[config.mk]
export PLATFORM = sky130hd
export DESIGN_NAME = ssrc_top
export DESIGN_NICKNAME = d
export VERILOG_FILES = /design/src/logic/ssrc_pkg.sv /design/src/logic/ssrc_sync.sv /design/src/logic/ssrc_restart_seq.sv /design/src/logic/ssrc_top.sv
export SDC_FILE = /design/constraint.sdc
export NUM_CORES = 1
export LEC_CHECK = 0
export BUFFER_PORTS_ARGS = -buffer_cell sky130_fd_sc_hd__buf_2
export CAP_MARGIN = 15
export CORE_AREA = 2 2 104 106
export DETAILED_ROUTE_END_ITERATION = 8
export DIE_AREA = 0 0 106 108
export GPL_ROUTABILITY_DRIVEN = 0
export PLACE_DENSITY = 0.83
export REMOVE_ABC_BUFFERS = 1
export SKIP_LAST_GASP = 1
export SLEW_MARGIN = 40
export SYNTH_ARGS = -nofsm -noshare
export SYNTH_HDL_FRONTEND = slang
export SYNTH_SLANG_ARGS = --single-unit
export TNS_END_PERCENT = 10
[constraint.sdc]
create_clock -name hclk -period 7.6 [get_ports hclk]
set_input_delay 1.14 -clock hclk [delete_from_list [all_inputs] [get_ports hclk]]
set_output_delay 1.14 -clock hclk [all_outputs]
set_load 0.005 [all_outputs]
[src/logic/ssrc_pkg.sv]
// shared constants of the sweep status and restart controller
package ssrc_pkg;
   // ==========================================================
   // clocks and the restart sequencer
   localparam int unsigned CLK_HZ = 250_000_000;
   localparam int unsigned RESTART_HZ = 512_000;
   localparam int unsigned RESTART_DIV = CLK_HZ / RESTART_HZ; // 488 system clocks per restart tick
   localparam int unsigned DIV_W = 9;
   localparam logic [3:0] SEQ_RESET_CNT = 4'h2;
   localparam logic [3:0] SEQ_START_CNT = 4'h5;
   localparam logic [3:0] SEQ_SELFOFF_CNT = 4'h8;
   localparam logic [3:0] SEQ_LAST_CNT = 4'h9;

   // ==========================================================
   // register map, byte addresses
   localparam int unsigned ADDR_W = 8;
   localparam logic [7:0] CTRL_OFS = 8'h00;
   localparam logic [7:0] STATUS_OFS = 8'h04;
   localparam logic [7:0] VALUE_OFS = 8'h08;
   localparam logic [7:0] RATE_OFS = 8'h0c;

   // control bits, write one to fire a single pulse
   localparam int unsigned CTRL_RESET_BIT = 0;
   localparam int unsigned CTRL_GO_BIT = 1;
   localparam int unsigned CTRL_HOLD_BIT = 2;

   // status bits
   localparam int unsigned ST_RUN_BIT = 0;
   localparam int unsigned ST_HOLD_BIT = 1;
   localparam int unsigned ST_EOS_BIT = 2;
   localparam int unsigned ST_RESTART_BIT = 3;
   localparam int unsigned ST_GATE_BIT = 4;
   localparam int unsigned ST_UP_BIT = 5;
   localparam int unsigned ST_DOWN_BIT = 6;
   localparam int unsigned ST_HOLDLED_BIT = 7;
   localparam int unsigned ST_ENDLED_BIT = 8;
   localparam int unsigned ST_RELAY_BIT = 9;

   // ==========================================================
   // reset values and widths
   localparam int unsigned VALUE_W = 12;
   localparam int unsigned RATE_W = 16;
   localparam logic [11:0] SWEEP_START = 12'h7ff;
   localparam logic [15:0] RATE_RST = 16'h00ff;
   localparam logic [1:0] HTRANS_NONSEQ = 2'h2;
   localparam logic [1:0] HTRANS_SEQ = 2'h3;
endpackage

[src/logic/ssrc_sync.sv]
// two-stage synchroniser with rising-edge pulse for a group of pins
`timescale 1ns/10ps
module ssrc_sync #(
   parameter int unsigned W = 1
) (
   // clock and reset
   input wire logic clk,
   input wire logic rst_n,
   // asynchronous inputs
   input wire logic [W-1:0] async_in,
   // synchronised level and one-cycle rise
   output logic [W-1:0] level,
   output logic [W-1:0] rise
);
   typedef struct packed {
      logic [W-1:0] s1;
      logic [W-1:0] s2;
      logic [W-1:0] s3;
   } ssrc_sync_t;

   ssrc_sync_t q, d;

   generate
      if (W < 1) begin : g_chk
         $error("ssrc_sync: W must be at least 1");
      end
   endgenerate

   // ==========================================================
   // next state, s1 feeds only s2
   always_comb begin
      d = q;
      d.s1 = async_in;
      d.s2 = q.s1;
      d.s3 = q.s2;
   end

   always_ff @(posedge clk or negedge rst_n) begin
      if (!rst_n) begin
         q <= '0;
      end else begin
         q <= d;
      end
   end

   // edge detect on the settled stages only
   assign level = q.s2;
   assign rise = q.s2 & ~q.s3;
endmodule // ssrc_sync

[src/logic/ssrc_restart_seq.sv]
// decade restart sequencer on a 512 kHz tick derived from the system clock
`timescale 1ns/10ps
module ssrc_restart_seq #(
   parameter int unsigned DIV = ssrc_pkg::RESTART_DIV
) (
   // clock and reset
   input wire logic clk,
   input wire logic rst_n,
   // count enable, low lets the counter run
   input wire logic count_en_n,
   // decoded pulses, each one restart tick long
   output logic reset_p,
   output logic start_p,
   output logic selfoff_p,
   // one-cycle pulse at the end of the self-turnoff period
   output logic selfoff_done
);
   typedef struct packed {
      logic [ssrc_pkg::DIV_W-1:0] div;
      logic [3:0] cnt;
      logic done;
   } ssrc_seq_t;

   ssrc_seq_t q, d;
   logic tick;

   generate
      if (DIV < 2 || DIV > (1 << ssrc_pkg::DIV_W)) begin : g_chk
         $error("ssrc_restart_seq: DIV out of range");
      end
   endgenerate

   assign tick = (q.div == ssrc_pkg::DIV_W'(DIV - 1));

   // ==========================================================
   // prescaler and decade counter
   always_comb begin
      d = q;
      d.done = 1'b0;
      d.div = tick ? '0 : q.div + 1'b1;
      if (!count_en_n && tick) begin
         if (q.cnt == ssrc_pkg::SEQ_SELFOFF_CNT) begin
            d.cnt = 4'h0; // stop and rewind
            d.done = 1'b1;
         end else if (q.cnt == ssrc_pkg::SEQ_LAST_CNT) begin
            d.cnt = 4'h0;
         end else begin
            d.cnt = q.cnt + 4'h1;
         end
      end
   end

   always_ff @(posedge clk or negedge rst_n) begin
      if (!rst_n) begin
         q <= '0;
      end else begin
         q <= d;
      end
   end

   // decoded pulses at distinct rising counts
   assign reset_p = !count_en_n && (q.cnt == ssrc_pkg::SEQ_RESET_CNT);
   assign start_p = !count_en_n && (q.cnt == ssrc_pkg::SEQ_START_CNT);
   assign selfoff_p = !count_en_n && (q.cnt == ssrc_pkg::SEQ_SELFOFF_CNT);
   assign selfoff_done = q.done;
endmodule // ssrc_restart_seq

[src/logic/ssrc_top.sv]
// sweep status indicators, marker relay, ramp value and continuous restart control
//
// Summary of operation
// - with sweep enabled, up lamp on direction up, down lamp on direction down.
// - hold press sets hold flag; hold lamp follows that flag.
// - go press clears the hold flag and darkens the hold lamp.
// - termination term high sets end flag and lights the end lamp.
// - any reset darkens every status lamp.
// - at most one of up, down and hold lamps lit; end lamp can be lit together with the hold lamp.
// - marker relay on only with marker switch enabled and sweep enabled.
// - termination term high marks end of sweep, setting end flag.
// - end flag setting in continuous mode sets the restart flag.
// - restart counter is decade, stepping at 512 kHz.
// - restart counter enable is active low; high halts counting.
// - sequence gives reset, then start (as go), then self-turnoff clearing restart.
// - sequence repeats after every sweep while continuous mode is selected.
// - single mode at sweep end clears restart flag, counter stays inhibited.
// - a 12-bit value ramps linearly in time toward the converter.
// - sweep enable needs function selected, end flag clear, run flag set.
// - direction high means up, low means down.
// - reset comes from power-on, sequencer reset pulse, reset button, or a bus write of the control reset bit.
`timescale 1ns/10ps
module ssrc_top #(
   parameter int unsigned RESTART_DIV = ssrc_pkg::RESTART_DIV
) (
   // clock and power-on reset
   input wire logic hclk,
   input wire logic hresetn,
   // ahb-lite slave
   input wire logic hsel,
   input wire logic [31:0] haddr,
   input wire logic [1:0] htrans,
   input wire logic hwrite,
   input wire logic [2:0] hsize,
   input wire logic [31:0] hwdata,
   input wire logic hready,
   output logic [31:0] hrdata,
   output logic hreadyout,
   output logic hresp,
   // operator pushbuttons
   input wire logic go_btn,
   input wire logic hold_btn,
   input wire logic reset_btn,
   // operator switches
   input wire logic fn_selected,
   input wire logic repeat_cont,
   input wire logic marker_en_sw,
   // levels from the sweep counter logic
   input wire logic count_dir,
   input wire logic sweep_terminate_term,
   // indicators and relay
   output logic up_led,
   output logic down_led,
   output logic hold_led,
   output logic end_led,
   output logic recorder_marker_relay,
   // sweep outputs
   output logic sweep_enable_gate,
   output logic sweep_reset_out,
   output logic [11:0] sweep_value
);
   typedef struct packed {
      logic run_flag;
      logic hold_flag;
      logic end_of_sweep_flag;
      logic eos_prev;
      logic restart_flag;
      logic gate;
      logic up;
      logic down;
      logic hold_l;
      logic end_l;
      logic relay;
      logic sreset;
      logic [11:0] value;
      logic [15:0] rate;
      logic [15:0] step_cnt;
      logic wr_pend;
      logic [7:0] wr_addr;
      logic [31:0] rdata;
      logic ready;
   } ssrc_state_t;

   ssrc_state_t q, d;

   // synchronised pins
   logic [2:0] btn_lvl;
   logic [2:0] btn_rise;
   logic [4:0] sw_lvl;
   logic go_p;
   logic hold_p;
   logic reset_p;

   // sequencer pulses
   logic restart_reset_pulse;
   logic restart_start_pulse;
   logic restart_selfoff_pulse;
   logic seq_done;

   // bus decode
   logic addr_ok;
   logic [7:0] ap_addr;
   logic soft_reset;
   logic soft_go;
   logic soft_hold;

   // combined events
   logic sweep_reset;
   logic go_ev;
   logic hold_ev;
   logic sweep_en;
   logic eos_rise;
   logic [31:0] status_w;

   generate
      if (RESTART_DIV < 2) begin : g_chk
         $error("ssrc_top: RESTART_DIV too small");
      end
   endgenerate

   // ==========================================================
   // input synchronisers
   ssrc_sync #(.W(3)) u_btn_sync (
      .clk(hclk),
      .rst_n(hresetn),
      .async_in({reset_btn, hold_btn, go_btn}),
      .level(btn_lvl),
      .rise(btn_rise)
   );

   ssrc_sync #(.W(5)) u_sw_sync (
      .clk(hclk),
      .rst_n(hresetn),
      .async_in({sweep_terminate_term, count_dir, marker_en_sw, repeat_cont, fn_selected}),
      .level(sw_lvl),
      .rise()
   );

   assign go_p = btn_rise[0];
   assign hold_p = btn_rise[1];
   assign reset_p = btn_rise[2];

   // ==========================================================
   // continuous restart sequencer
   ssrc_restart_seq #(.DIV(RESTART_DIV)) u_seq (
      .clk(hclk),
      .rst_n(hresetn),
      .count_en_n(~q.restart_flag),
      .reset_p(restart_reset_pulse),
      .start_p(restart_start_pulse),
      .selfoff_p(restart_selfoff_pulse),
      .selfoff_done(seq_done)
   );

   // ==========================================================
   // bus decode and write-one pulses
   assign ap_addr = haddr[7:0];
   assign addr_ok = (haddr[31:8] == 24'h000000) && (haddr[1:0] == 2'h0);
   assign soft_reset = q.wr_pend && (q.wr_addr == ssrc_pkg::CTRL_OFS) && hwdata[ssrc_pkg::CTRL_RESET_BIT];
   assign soft_go = q.wr_pend && (q.wr_addr == ssrc_pkg::CTRL_OFS) && hwdata[ssrc_pkg::CTRL_GO_BIT];
   assign soft_hold = q.wr_pend && (q.wr_addr == ssrc_pkg::CTRL_OFS) && hwdata[ssrc_pkg::CTRL_HOLD_BIT];

   // reset sources besides power-on
   assign sweep_reset = reset_p | restart_reset_pulse | soft_reset;
   // a hold in the same cycle beats go so that lamps stay exclusive
   assign hold_ev = hold_p | soft_hold;
   assign go_ev = (go_p | soft_go) & ~hold_ev;

   // enable gate from function, end flag and run flag
   assign sweep_en = sw_lvl[0] & ~q.end_of_sweep_flag & q.run_flag;
   assign eos_rise = q.end_of_sweep_flag & ~q.eos_prev;

   // status word
   always_comb begin
      status_w = 32'h00000000;
      status_w[ssrc_pkg::ST_RUN_BIT] = q.run_flag;
      status_w[ssrc_pkg::ST_HOLD_BIT] = q.hold_flag;
      status_w[ssrc_pkg::ST_EOS_BIT] = q.end_of_sweep_flag;
      status_w[ssrc_pkg::ST_RESTART_BIT] = q.restart_flag;
      status_w[ssrc_pkg::ST_GATE_BIT] = q.gate;
      status_w[ssrc_pkg::ST_UP_BIT] = q.up;
      status_w[ssrc_pkg::ST_DOWN_BIT] = q.down;
      status_w[ssrc_pkg::ST_HOLDLED_BIT] = q.hold_l;
      status_w[ssrc_pkg::ST_ENDLED_BIT] = q.end_l;
      status_w[ssrc_pkg::ST_RELAY_BIT] = q.relay;
   end

   // ==========================================================
   // next state
   always_comb begin
      d = q;

      // run flag: go or sequencer start sets, hold or reset clears
      if (sweep_reset || hold_ev) begin
         d.run_flag = 1'b0;
      end
      if (go_ev || restart_start_pulse) begin
         d.run_flag = 1'b1;
      end

      // hold flag
      if (go_ev || sweep_reset) begin
         d.hold_flag = 1'b0;
      end
      if (hold_ev) begin
         d.hold_flag = 1'b1;
      end

      // end-of-sweep flag, set wins over reset
      if (sweep_reset) begin
         d.end_of_sweep_flag = 1'b0;
      end
      if (sw_lvl[4]) begin
         d.end_of_sweep_flag = 1'b1;
      end
      d.eos_prev = q.end_of_sweep_flag;

      // restart flag: decided when the end flag sets, cleared by self-turnoff
      if (seq_done) begin
         d.restart_flag = 1'b0;
      end
      if (eos_rise) begin
         d.restart_flag = sw_lvl[1];
      end

      // indicators, all dark while a reset is active
      d.gate = sweep_en & ~sweep_reset;
      d.up = sweep_en & sw_lvl[3] & ~sweep_reset;
      d.down = sweep_en & ~sw_lvl[3] & ~sweep_reset;
      d.hold_l = q.hold_flag & ~sweep_en & ~sweep_reset;
      d.end_l = q.end_of_sweep_flag & ~sweep_reset;
      d.relay = sw_lvl[2] & sweep_en & ~sweep_reset;
      d.sreset = sweep_reset;

      // linear ramp, one step per rate+1 clocks
      if (sweep_reset) begin
         d.value = ssrc_pkg::SWEEP_START;
         d.step_cnt = 16'h0000;
      end else if (sweep_en) begin
         if (q.step_cnt >= q.rate) begin
            d.step_cnt = 16'h0000;
            d.value = sw_lvl[3] ? q.value + 12'h001 : q.value - 12'h001;
         end else begin
            d.step_cnt = q.step_cnt + 16'h0001;
         end
      end

      // bus data phase write
      d.wr_pend = 1'b0;
      if (q.wr_pend && (q.wr_addr == ssrc_pkg::RATE_OFS)) begin
         d.rate = hwdata[15:0];
      end

      // bus address phase, zero wait states
      d.ready = 1'b1;
      if (hsel && hready && (htrans == ssrc_pkg::HTRANS_NONSEQ || htrans == ssrc_pkg::HTRANS_SEQ)) begin
         d.wr_pend = hwrite & addr_ok;
         d.wr_addr = ap_addr;
         d.rdata = 32'h00000000;
         if (!hwrite && addr_ok) begin
            case (ap_addr)
               ssrc_pkg::STATUS_OFS: begin
                  d.rdata = status_w;
               end
               ssrc_pkg::VALUE_OFS: begin
                  d.rdata = {20'h00000, q.value};
               end
               ssrc_pkg::RATE_OFS: begin
                  d.rdata = {16'h0000, q.rate};
               end
               default: begin
                  d.rdata = 32'h00000000;
               end
            endcase
         end
      end
   end

   // ==========================================================
   // state register
   always_ff @(posedge hclk or negedge hresetn) begin
      if (!hresetn) begin
         q <= '0;
         q.value <= ssrc_pkg::SWEEP_START;
         q.rate <= ssrc_pkg::RATE_RST;
      end else begin
         q <= d;
      end
   end

   // ==========================================================
   // outputs, straight from flops except hresp, tied low
   assign hrdata = q.rdata;
   assign hreadyout = q.ready;
   assign hresp = 1'b0;
   assign up_led = q.up;
   assign down_led = q.down;
   assign hold_led = q.hold_l;
   assign end_led = q.end_l;
   assign recorder_marker_relay = q.relay;
   assign sweep_enable_gate = q.gate;
   assign sweep_reset_out = q.sreset;
   assign sweep_value = q.value;
endmodule // ssrc_top

Word level (Yosys, flattened, before mapping)
Cells that the tools add are included.

word-level totals
  output and inout bits = 53
  word-level logic and storage cells = 121
  register bits = 131

cells by class
  reduce and logical (&&, ||, !) cells = 27
  muxes and demuxes = 23
  bitwise gates (word level) = 27
  equality and inequality tests = 11
  $add $sub $neg = 5
  magnitude comparators = 1

operators with widths
  cell                                                 number
  two-way mux 16 bit                                   4
  two-way mux 12 bit                                   4
  one-hot mux 16 bit (3 select lines)                  1
  two-way mux 41 bit                                   1
  == test 8 x 4 -> 1 bit (second input constant)       3
  zero test 24 bit                                     1
  adder 16 x 1 -> 16 bit (second input constant)       1
  >= comparator 16 bit                                 1
  bitwise AND 1 bit                                    15
  adder 12 x 1 -> 12 bit (second input constant)       1
  logical AND 1 bit                                    12
  nonzero test 2 bit                                   6
  subtractor 12 x 1 -> 12 bit (second input constant)  1
  two-way mux 1 bit                                    10
  adder 9 x 1 -> 9 bit (second input constant)         1
  == test 9 bit (second input constant)                1
  two-way mux 9 bit                                    1
  == test 4 bit (second input constant)                2
  == test 8 x 3 -> 1 bit (second input constant)       1
  zero test 8 bit                                      1
  two-way mux 4 bit                                    2
  NOT 1 bit                                            6
  adder 4 x 1 -> 4 bit (second input constant)         1
  == test 2 bit (second input constant)                2
  other kinds (9)                                      15

Depth between registers and ports, before layout
Gate-level depths: netlist (run 1).

  depth after elaboration = 9
  gate-level depth with buffers = 10
  gate-level depth less buffers = 9

By module
Synthesis (run 1) repeated with hierarchy kept, for this count alone.

unflattened totals
  cells, all modules = 620
  area total of the unflattened synthesis = 6404.9 µm²

by module, submodules not included
  module                   cells each  seq. area each (µm²)  area each (µm²)  times used
  ssrc_top                 506         2075.7                4888.4           1
  ssrc_restart_seq         74          350.3                 745.7            1
  ssrc_sync at u_sw_sync   25          375.4                 481.7            1
  ssrc_sync at u_btn_sync  15          225.2                 289.0            1

Least setup slack after synthesis (run 1)
Ideal clock, no wire load.

  path type = input to register
  from = in haddr[29]
  to = reg q, in the netlist hrdata[2]
  stages = 6
  arrival = 2569 ps
  library setup time = 66 ps
  slack = 4966 ps
  path through = or4_1 -> nor4_1 -> nor2b_1 -> o211a_1 -> buf_2 -> a22o_1

on the way
  cells in the longest elaborated chain, start to end = 4

ends and longest elaborated chain
  what                line             source
  start, declared     ssrc_top.sv:31   input wire logic [31:0] haddr,
  zero test 24 bit    ssrc_top.sv:158  assign addr_ok = (haddr[31:8] == 24'h000000) && (haddr[1:0] == 2'h0);
  logical AND 1 bit   ssrc_top.sv:158
  logical AND 1 bit   ssrc_top.sv:260  if (!hwrite && addr_ok) begin
  two-way mux 16 bit  ssrc_top.sv:260
  end, declared       ssrc_top.sv:84   ssrc_state_t q, d;

Every way passes these cells.
A chain may end at the register's enable or synchronous reset.

Worst setup path in the final report (run 1)
  from = reg q[58] (netlist bit)
  to = reg q[57] (netlist bit)

on the way
  cells in the longest elaborated chain, start to end = 4

ends and longest elaborated chain
  what                  line             source
  >= comparator 16 bit  ssrc_top.sv:240  if (q.step_cnt >= q.rate) begin
  two-way mux 16 bit    ssrc_top.sv:240
  two-way mux 16 bit    ssrc_top.sv:239  end else if (sweep_en) begin
  two-way mux 16 bit    ssrc_top.sv:236  if (sweep_reset) begin

Every way passes these cells. The select of a mux whose other input is x is not followed.

==> results of run 1 <==
==> worst paths after layout <==
kind,startpoint,to,slack [ns],cells past startpoint
setup / recovery,q[58],q[57],4.70,9
min in group asynchronous,hresetn,q[72],0.64,1
hold reg to reg,u_btn_sync.d[4],u_btn_sync.level[1],0.35,0
max in group asynchronous,hresetn,u_sw_sync.d[6],5.92,2
hold / removal,u_btn_sync.d[4],u_btn_sync.level[1],0.35,0
setup reg to reg,q[58],q[57],4.70,9
==> cell usage in the layout, fill, tap and decap left out, types with 7 or more instances in the layout <==
cell type / Yosys / final
dfrtp_1: 96 / 96
buf_2: 3 / 96
nand2_1: 55 / 55
o21ai_0: 29 / 29
ha_1: 28 / 28
nor2_1: 27 / 27
inv_1: 26 / 26
a22o_1: 26 / 26
a21oi_1: 21 / 21
dfstp_2: 19 / 19
xor2_1: 18 / 18
mux2_2: 18 / 18
conb_1: 2 / 18
clkbuf_16: 0 / 16
nand3_1: 15 / 14
xnor2_1: 9 / 9
nor4_1: 9 / 8
o211ai_1: 8 / 8
nor3_1: 8 / 7
nand4_1: 7 / 7
==> where the power goes <==
group	total (µW)	switching [µW]	internal (µW)	leakage, µW
Clock	792	268	524	0.000288
Combinational	102	59.0	43.2	0.00168
Sequential	645	13.1	632	0.00140
==> stage by stage <==
| stage | instances | worst slack, ns |
|---|---|---|
| final | 777 | 4.70 |
| after global routing | 777 | 4.51 |
| after CTS | 777 | 4.75 |
| after detailed placement | 745 | 4.53 |
| after global placement | 745 | 4.26 |
| after floorplan | 508 | 4.48 |
==> kinds of logic (layout without fill, tap and decap cells) <==
group	count (synthesis)	count (layout)	share of synthesized area
other	2	18	0.00129
AO/OA/AOI/OAI	115	115	0.136
AND/OR/NAND/NOR	155	155	0.132
XOR/XNOR	27	27	0.0405
buffers and inverters	88	159	0.0862
flip-flops	115	115	0.497
multiplexers	23	23	0.0433
adder cells (fa/ha/maj)	29	29	0.0635
==> area by class of cell <==
class / count / area share
clock buffer: 23 / 0.0687
inverter: 26 / 0.0144
timing repair buffer: 101 / 0.0768
multi-input combinational: 367 / 0.369
clock inverter: 9 / 0.0190
tap: 136 / 0.0250
sequential: 115 / 0.427
==> worst reg2reg max path, stage by stage, from the launching register on <==
cell and delay, ns:
dfstp_2 0.54, ha_1 0.22, nand2b_1 0.14, a2111oi_0 0.39
a2111oi_0 0.18, a211o_1 0.34, o21ai_1 0.15, buf_4 0.29
nand2_1 0.33, a21oi_1 0.24
==> registers in the layout, indices dropped and copies added (netlist names), 5 cells and up <==
name             cells
u_sw_sync.d          5
hrdata              16
q                   45
sweep_value         12
u_sw_sync.level      5
u_seq.q             13
==> per-layer routing <==
metal | GRT usage | vias to the layer above | wire [µm]
met5 | 0 | - | 0
met4 | 0.110 | 0 | 418
met3 | 0.0669 | 33 | 973
met2 | 0.420 | 192 | 6680
met1 | 0.291 | 2175 | 5390
li1 | - | 2052 | -
==> flow_summary.toml, run 1 <==
[timing]
tns_ns = 0
fin_crit_sh = 0.381
max-slew-margin-rel = 0.478
hold_viol_final = 0
holdWs_ns = 0.351
rsz0062_at_grt = "false"
setup_viol = 0
period_minus_slack_ns = 2.90
worst_pin_slew_ns = 0.777
drv_slew = 0
skew_ns = 0.00982
max_freq_mhz = 345

[floorplanning]
start_util = 0.570
io_pins = 135
core-area_mm2 = 0.0102
die_h_um = 108
fp.dieArea_mm2 = 0.0114
core.rowCount = 37
die_width_um = 106

[detailed_routing]
dr.pass1.iters = 5
wirelength_um = 13500
drc = 0
wl_per_cell_um = 17.3
num_vias = 4452
ant_nets = 0
via_per_inst = 5.73
drt_iter0_markers = 227

[global_routing]
grt_pass1_wl_um = 21800
grt_pass1_vias = 4571
antenna_found_initial = 0
grt_usage = 0.245
gr-total-overflow = 0
grt_max_degree = 67

[cts]
clock-sinks = 115
root_buffer = "clkbuf_8"
cts_hold_buf = 0
numCtsBuffers = 17
post_cts_buffers = 0
clock_path_buffers = 2
clk_latency_ns = 0.51
clk_pin_slew_ns = 0.06
cts_resized = 0
htreeDepth = 4
cts_tree = "built"

[synthesis]
synth_top_area_frac = 0.412
synth_edf_count = 0
synth.most_common_cell = "dfrtp_1"
yosys.area.top_type = "dfrtp_1"
synthFlopType = "dfrtp_1"
ys_top_cells_by_area = "dfrtp_1 41%, dfstp_2 8.6%, ha_1 6.0%"
seq_area_frac_synth = 0.497
syn_inst = 554
synth_commonest_cells = "96 x dfrtp_1, 55 x nand2_1, 45 x buf_4, 29 x o21ai_0, 28 x ha_1"
synth_warnings = 0
syn-mean-instance-area_um2 = 10.5
syn-cell-area_mm2 = 0.00584
postSynth.asyncResetShare = 1.00
yosys_register_bits = 115
yosys.cell_types.count = 51

[setup_path]
arrival_ns = 3.32
crit_chain = "ha_1 -> nand2b_1 -> a2111oi_0 -> a2111oi_0 -> a211o_1 -> o21ai_1 -> buf_4 -> nand2_1 -> a21oi_1"
crit_type = "register to register"
worstPathRequired_ns = 8.02
cp_slowest_stage_delay_ns = 0.54
cpMaxStageDelayCell = "dfstp_2"
endpoint_kind = "register"
cp_common_cell = "a2111oi_0"
crit_fanout = 23
cp_num_buf_inv = 1
critPathTopFamily = "compound AO/OA/AOI/OAI gates"
critPathLaunchType = "register"

[power_and_ir_drop]
p_leak_uw = 0.00337
total_power_uw = 1540
ir_worst_vdd_mv = 0.142
p_per_area_mw_per_mm2 = 227

[cells_and_area]
drive_gt1_frac = 0.281
fillers = 726
stdcell_area_mm2 = 0.00679
syn_to_final_growth_pct = 16.4
regArea_mm2 = 0.00290
finish.net_count = 739
diodes = 0
multiInputGateArea_mm2 = 0.00251
fin_util = 0.664

[place]
port_buffers = 97
placed_cell_area_mm2 = 0.00619
dp_hpwl_um = 9360

[run]
cap_violations = 0

[hold_path]
hp-class = "register to register"

[outcome]
status = "finished, final reports clean"
Note: power is estimated with default switching activity, not from simulation.
==> run 2, diff against run 1 <==
Settings changed: CORE_AREA 2 2 104 106 to 2 2 107 109, DIE_AREA 0 0 106 108 to 0 0 109 111, PLACE_DENSITY 0.83 to 0.79.
Clock period 7.6 ns to 2.9 ns, I/O delays scaled along.
==> flow_summary.toml, run 2 (synthesized netlist as in run 1, its figures left out) <==
[power_and_ir_drop]
intPower_uw = 3130
p_seq_frac = 0.413
switching_share = 0.235
total_power_uw = 4090
p_comb_frac = 0.067
ir_worst_vdd_mv = 0.449
p_per_area_mw_per_mm2 = 595
clkPwrFrac = 0.520
switchingPower_uw = 960
p_leak_uw = 0.00341

[global_routing]
antenna_found_initial = 1
gr-total-overflow = 0
grt_pass1_wl_um = 21900
grt_usage = 0.235
grt_max_degree = 52
grt_pass1_vias = 4576

[cts]
cts_tree = "built"
numCtsBuffers = 17
clock-sinks = 115
root_buffer = "clkbuf_16"
clk_pin_slew_ns = 0.06
cts_hold_buf = 0
htreeDepth = 4
clock_path_buffers = 2
clk_latency_ns = 0.41

[floorplanning]
die_width_um = 109
io_pins = 135
core-area_mm2 = 0.0111
core.rowCount = 39
start_util = 0.527
die_h_um = 111
fp.dieArea_mm2 = 0.0121

[setup_path]
arrival_ns = 3.07
critPathLaunchType = "register"
crit_chain = "ha_1 -> and4_1 -> nand2_1 -> a2111oi_0 -> a211o_1 -> o21ai_1 -> buf_12 -> or3_1 -> a21oi_1"
crit_fanout = 22
crit_type = "register to register"
cp_slowest_stage_delay_ns = 0.51
worstPathRequired_ns = 3.23
endpoint_kind = "register"
cpMaxStageDelayCell = "a2111oi_0"

[cells_and_area]
largest-register = "q"
syn_to_final_growth_pct = 17.7
drive_gt1_frac = 0.291
fillers = 889
largest_reg_flops = 45
diodes = 0
finish.net_count = 744
regArea_mm2 = 0.00290
fin_util = 0.620
multiInputGateArea_mm2 = 0.00250
final_cell_mix = "96 x dfrtp_1, 96 x buf_2, 54 x nand2_1"

[detailed_routing]
drc = 0
ant_nets = 0
dr.pass1.iters = 5
num_vias = 4460
wirelength_um = 13400
wl_per_cell_um = 17.0
drt_iter0_markers = 278
via_per_inst = 5.65

[timing]
tns_ns = 0
skew_ns = 0.00523
worst_pin_slew_ns = 0.717
fin_crit_sh = 0.943
setup_viol = 0
max-slew-margin-rel = 0.522
drv_slew = 0
max_freq_mhz = 366
holdWs_ns = 0.0114
period_minus_slack_ns = 2.74
hold_viol_final = 0
rsz0062_at_grt = "true"

[place]
dp_hpwl_um = 9680
port_buffers = 97

[run]
cap_violations = 0

[hold_path]
hp-class = "input pin to asynchronous set/reset pin"

[outcome]
status = "finished, final reports clean"
run 2: changes by cell type in the layout (fill, tap and decap cells not counted), sizes merged:
cell,change
buf,+5
clkinv,+5
inv,+1
clkbuf,-6
run 2: final timing paths:
kind                                      from            endpoint  slack, ns  cells after the start
worst max-delay path                     q[51]     sweep_value[11]       0.16                      9
max in group asynchronous              hresetn      sweep_value[6]       2.17                      2
worst max register to register           q[51]     sweep_value[11]       0.16                      9
worst min register to register  u_sw_sync.d[7]  u_sw_sync.level[2]       0.35                      0
min in group hclk                     hold_btn     u_btn_sync.d[4]       0.13                      1
worst min-delay path                   hresetn               q[54]       0.01                      1
run 2: layout make-up:
| class | instances | area share |
|---|---|---|
| Tap cell | 143 | 0.0260 |
| Sequential cell | 115 | 0.422 |
| Clock inverter | 15 | 0.0270 |
| Multi-Input combinational cell | 367 | 0.364 |
| Inverter | 26 | 0.0142 |
| Timing Repair Buffer | 106 | 0.0845 |
| Clock buffer | 17 | 0.0619 |
run 2: power by group through the flow:
| stage | combinational, µW | sequential [µW] | clock (µW) |
|---|---|---|---|
| 6_report | 273 | 1690 | 2130 |
| 3_3_place_gp | 259 | 1710 | 0 |
| 2_1_floorplan | 138 | 1710 | 0 |
| 5_1_grt | 303 | 1700 | 2230 |
| 4_1_cts | 274 | 1690 | 2150 |
| 3_5_place_dp | 269 | 1720 | 0 |
run 2: stage by stage:
| stage | cells | setup WS [ns] | cell area, µm² |
|---|---|---|---|
| 2_1_floorplan | 508 | -0.218 | 5490 |
| 3_3_place_gp | 757 | 0.251 | 6250 |
| 3_5_place_dp | 757 | 0.207 | 6250 |
| 4_1_cts | 789 | 0.113 | 6870 |
| 5_1_grt | 789 | -0.0655 | 6870 |
| 6_report | 789 | 0.165 | 6870 |
run 2: critical path, delay by kind of cell (launching register included):
kind | cells | cell delay, ns
buf+inv | 1 | 0.22
fa+ha+maj | 1 | 0.32
compound gates | 4 | 1.02
simple gates | 3 | 0.67
flops | 1 | 0.42
run 2: metal layers:
layer / vias up / GRT usage / share of wire
met5: - / 0 / 0
met4: 0 / 0.102 / 0.025
met3: 30 / 0.0606 / 0.069
met2: 167 / 0.389 / 0.50
met1: 2204 / 0.288 / 0.41
li1: 2059 / - / -
run 2: timing repair:
item | in CTS | in global routing
gates resized for setup | 0 | 1
setup buffers | 0 | 0
setup endpoints to repair | 0 | 13
==> run 3, diff against run 2 <==
Settings changed: PLACE_DENSITY 0.79 to not set, PLACE_DENSITY_LB_ADDON set to 0.3.
==> flow_summary.toml, run 3 (synthesized netlist as in run 1, its figures left out) <==
[cts]
htreeDepth = 4
numCtsBuffers = 17
clock_path_buffers = 2
clock-sinks = 115
cts_tree = "built"
post_cts_buffers = 0
clk_pin_slew_ns = 0.06
root_buffer = "clkbuf_16"
cts_hold_buf = 0
clk_latency_ns = 0.41

[power_and_ir_drop]
total_power_uw = 4200
ir_worst_vdd_mv = 0.319
p_per_area_mw_per_mm2 = 611
p_leak_uw = 0.00341

[timing]
fin_crit_sh = 0.944
setup_viol = 0
drv_slew = 0
period_minus_slack_ns = 2.74
worst_pin_slew_ns = 0.699
max_freq_mhz = 365
skew_ns = 0.0171
max-slew-margin-rel = 0.533
tns_ns = 0
rsz0062_at_grt = "true"
hold_viol_final = 0

[cells_and_area]
largest_reg_flops = 45
largest-register = "q"
finish.net_count = 742
multiInputGateArea_mm2 = 0.00250
fin_util = 0.621
final_cell_mix = "96 x dfrtp_1, 96 x buf_2, 54 x nand2_1"
regArea_mm2 = 0.00290
stdcell_area_mm2 = 0.00688
drive_gt1_frac = 0.283
syn_to_final_growth_pct = 17.8
diodes = 0
fillers = 936

[detailed_routing]
ant_nets = 0
num_vias = 4285
wirelength_um = 12900
drt_iter0_markers = 271
dr.pass1.iters = 4
drc = 0
via_per_inst = 5.45
wl_per_cell_um = 16.4

[setup_path]
crit_chain = "ha_1 -> and4_1 -> nand2_1 -> a2111oi_1 -> a211o_1 -> o21ai_1 -> buf_12 -> or3_1 -> a21oi_1"
r2r_start = "q[53]"
crit_fanout = 22
endpoint_kind = "register"
crit_type = "register to register"
ff2ff_path_depth = 9
cp_slowest_stage_delay_ns = 0.48
worstPathRequired_ns = 3.23
cpMaxStageDelayCell = "a2111oi_1"
critPathLaunchType = "register"
arrival_ns = 3.07
cp-startpoint = "q[53]"

[hold_path]
hp-class = "input pin to asynchronous set/reset pin"

[floorplanning]
start_util = 0.527
io_pins = 135
core-area_mm2 = 0.0111
core.rowCount = 39
die_width_um = 109
die_h_um = 111
fp.dieArea_mm2 = 0.0121

[global_routing]
gr-total-overflow = 0
grt_usage = 0.228
antenna_found_initial = 0
grt_max_degree = 65
grt_pass1_wl_um = 20900
grt_pass1_vias = 4303

[outcome]
status = "finished, final reports clean"

[run]
cap_violations = 0

[place]
placed_cell_area_mm2 = 0.00624
port_buffers = 97
dp_hpwl_um = 9170
-- run 3: changes by cell type in the layout (fill, tap and decap cells not counted), moves of 2 or more --
| cell | change |
|---|---|
| clkinv_4 | -7 |
| clkinv_2 | +2 |
| bufinv_16 | +2 |
| buf_4 | -2 |
| clkbuf_1 | +2 |
-- run 3: where the power goes --
group	switching (µW)	total [µW]	internal, µW
logic	149	264	116
clock network	711	2250	1530
registers	32.9	1690	1660
-- run 3: per-layer routing --
metal / wire [µm] / vias up / GRT usage
met5: 0 / - / 0
met4: 410 / 0 / 0.114
met3: 729 / 26 / 0.0482
met2: 6380 / 136 / 0.359
met1: 5380 / 2076 / 0.295
li1: - / 2047 / -
-- run 3: path summary, 6_finish.rpt --
check	end	slack [ns]
hold / removal	u_btn_sync.d[4]	0.07
max in group asynchronous	sweep_value[6]	2.02
min in group hclk	u_sw_sync.d[6]	0.13
setup / recovery	sweep_value[11]	0.16
setup reg to reg	sweep_value[11]	0.16
hold reg to reg	u_btn_sync.level[0]	0.35
-- run 3: final cells by class --
class | count | share of cell area
Clock buffer | 20 | 0.0650
Clock inverter | 11 | 0.0269
Inverter | 26 | 0.0142
Multi-Input combinational cell | 367 | 0.364
Sequential cell | 115 | 0.422
Tap cell | 143 | 0.0260
Timing Repair Buffer | 104 | 0.0823
-- run 3: critical path, delay by kind of cell (launching register included) --
kind | cells | cell delay [ns]
flops | 1 | 0.44
fa+ha+maj | 1 | 0.34
simple gates | 3 | 0.66
buf+inv | 1 | 0.23
compound gates | 4 | 1.00
-- run 3: through the flow --
stage               hold slack [ns]  setup WS, ns  cells
floorplan                     0.139        -0.218    508
global placement              0.334         0.161    755
detailed placement            0.336         0.108    755
CTS                          0.0896        0.0554    786
global route                  0.115       -0.0862    786
finish                       0.0677         0.163    786
-- run 3: timing repair --
item | 4_1_cts | 5_1_grt
gates resized for setup | 0 | 2
hold endpoints to repair | 0 | 0
setup endpoints to repair | 0 | 15
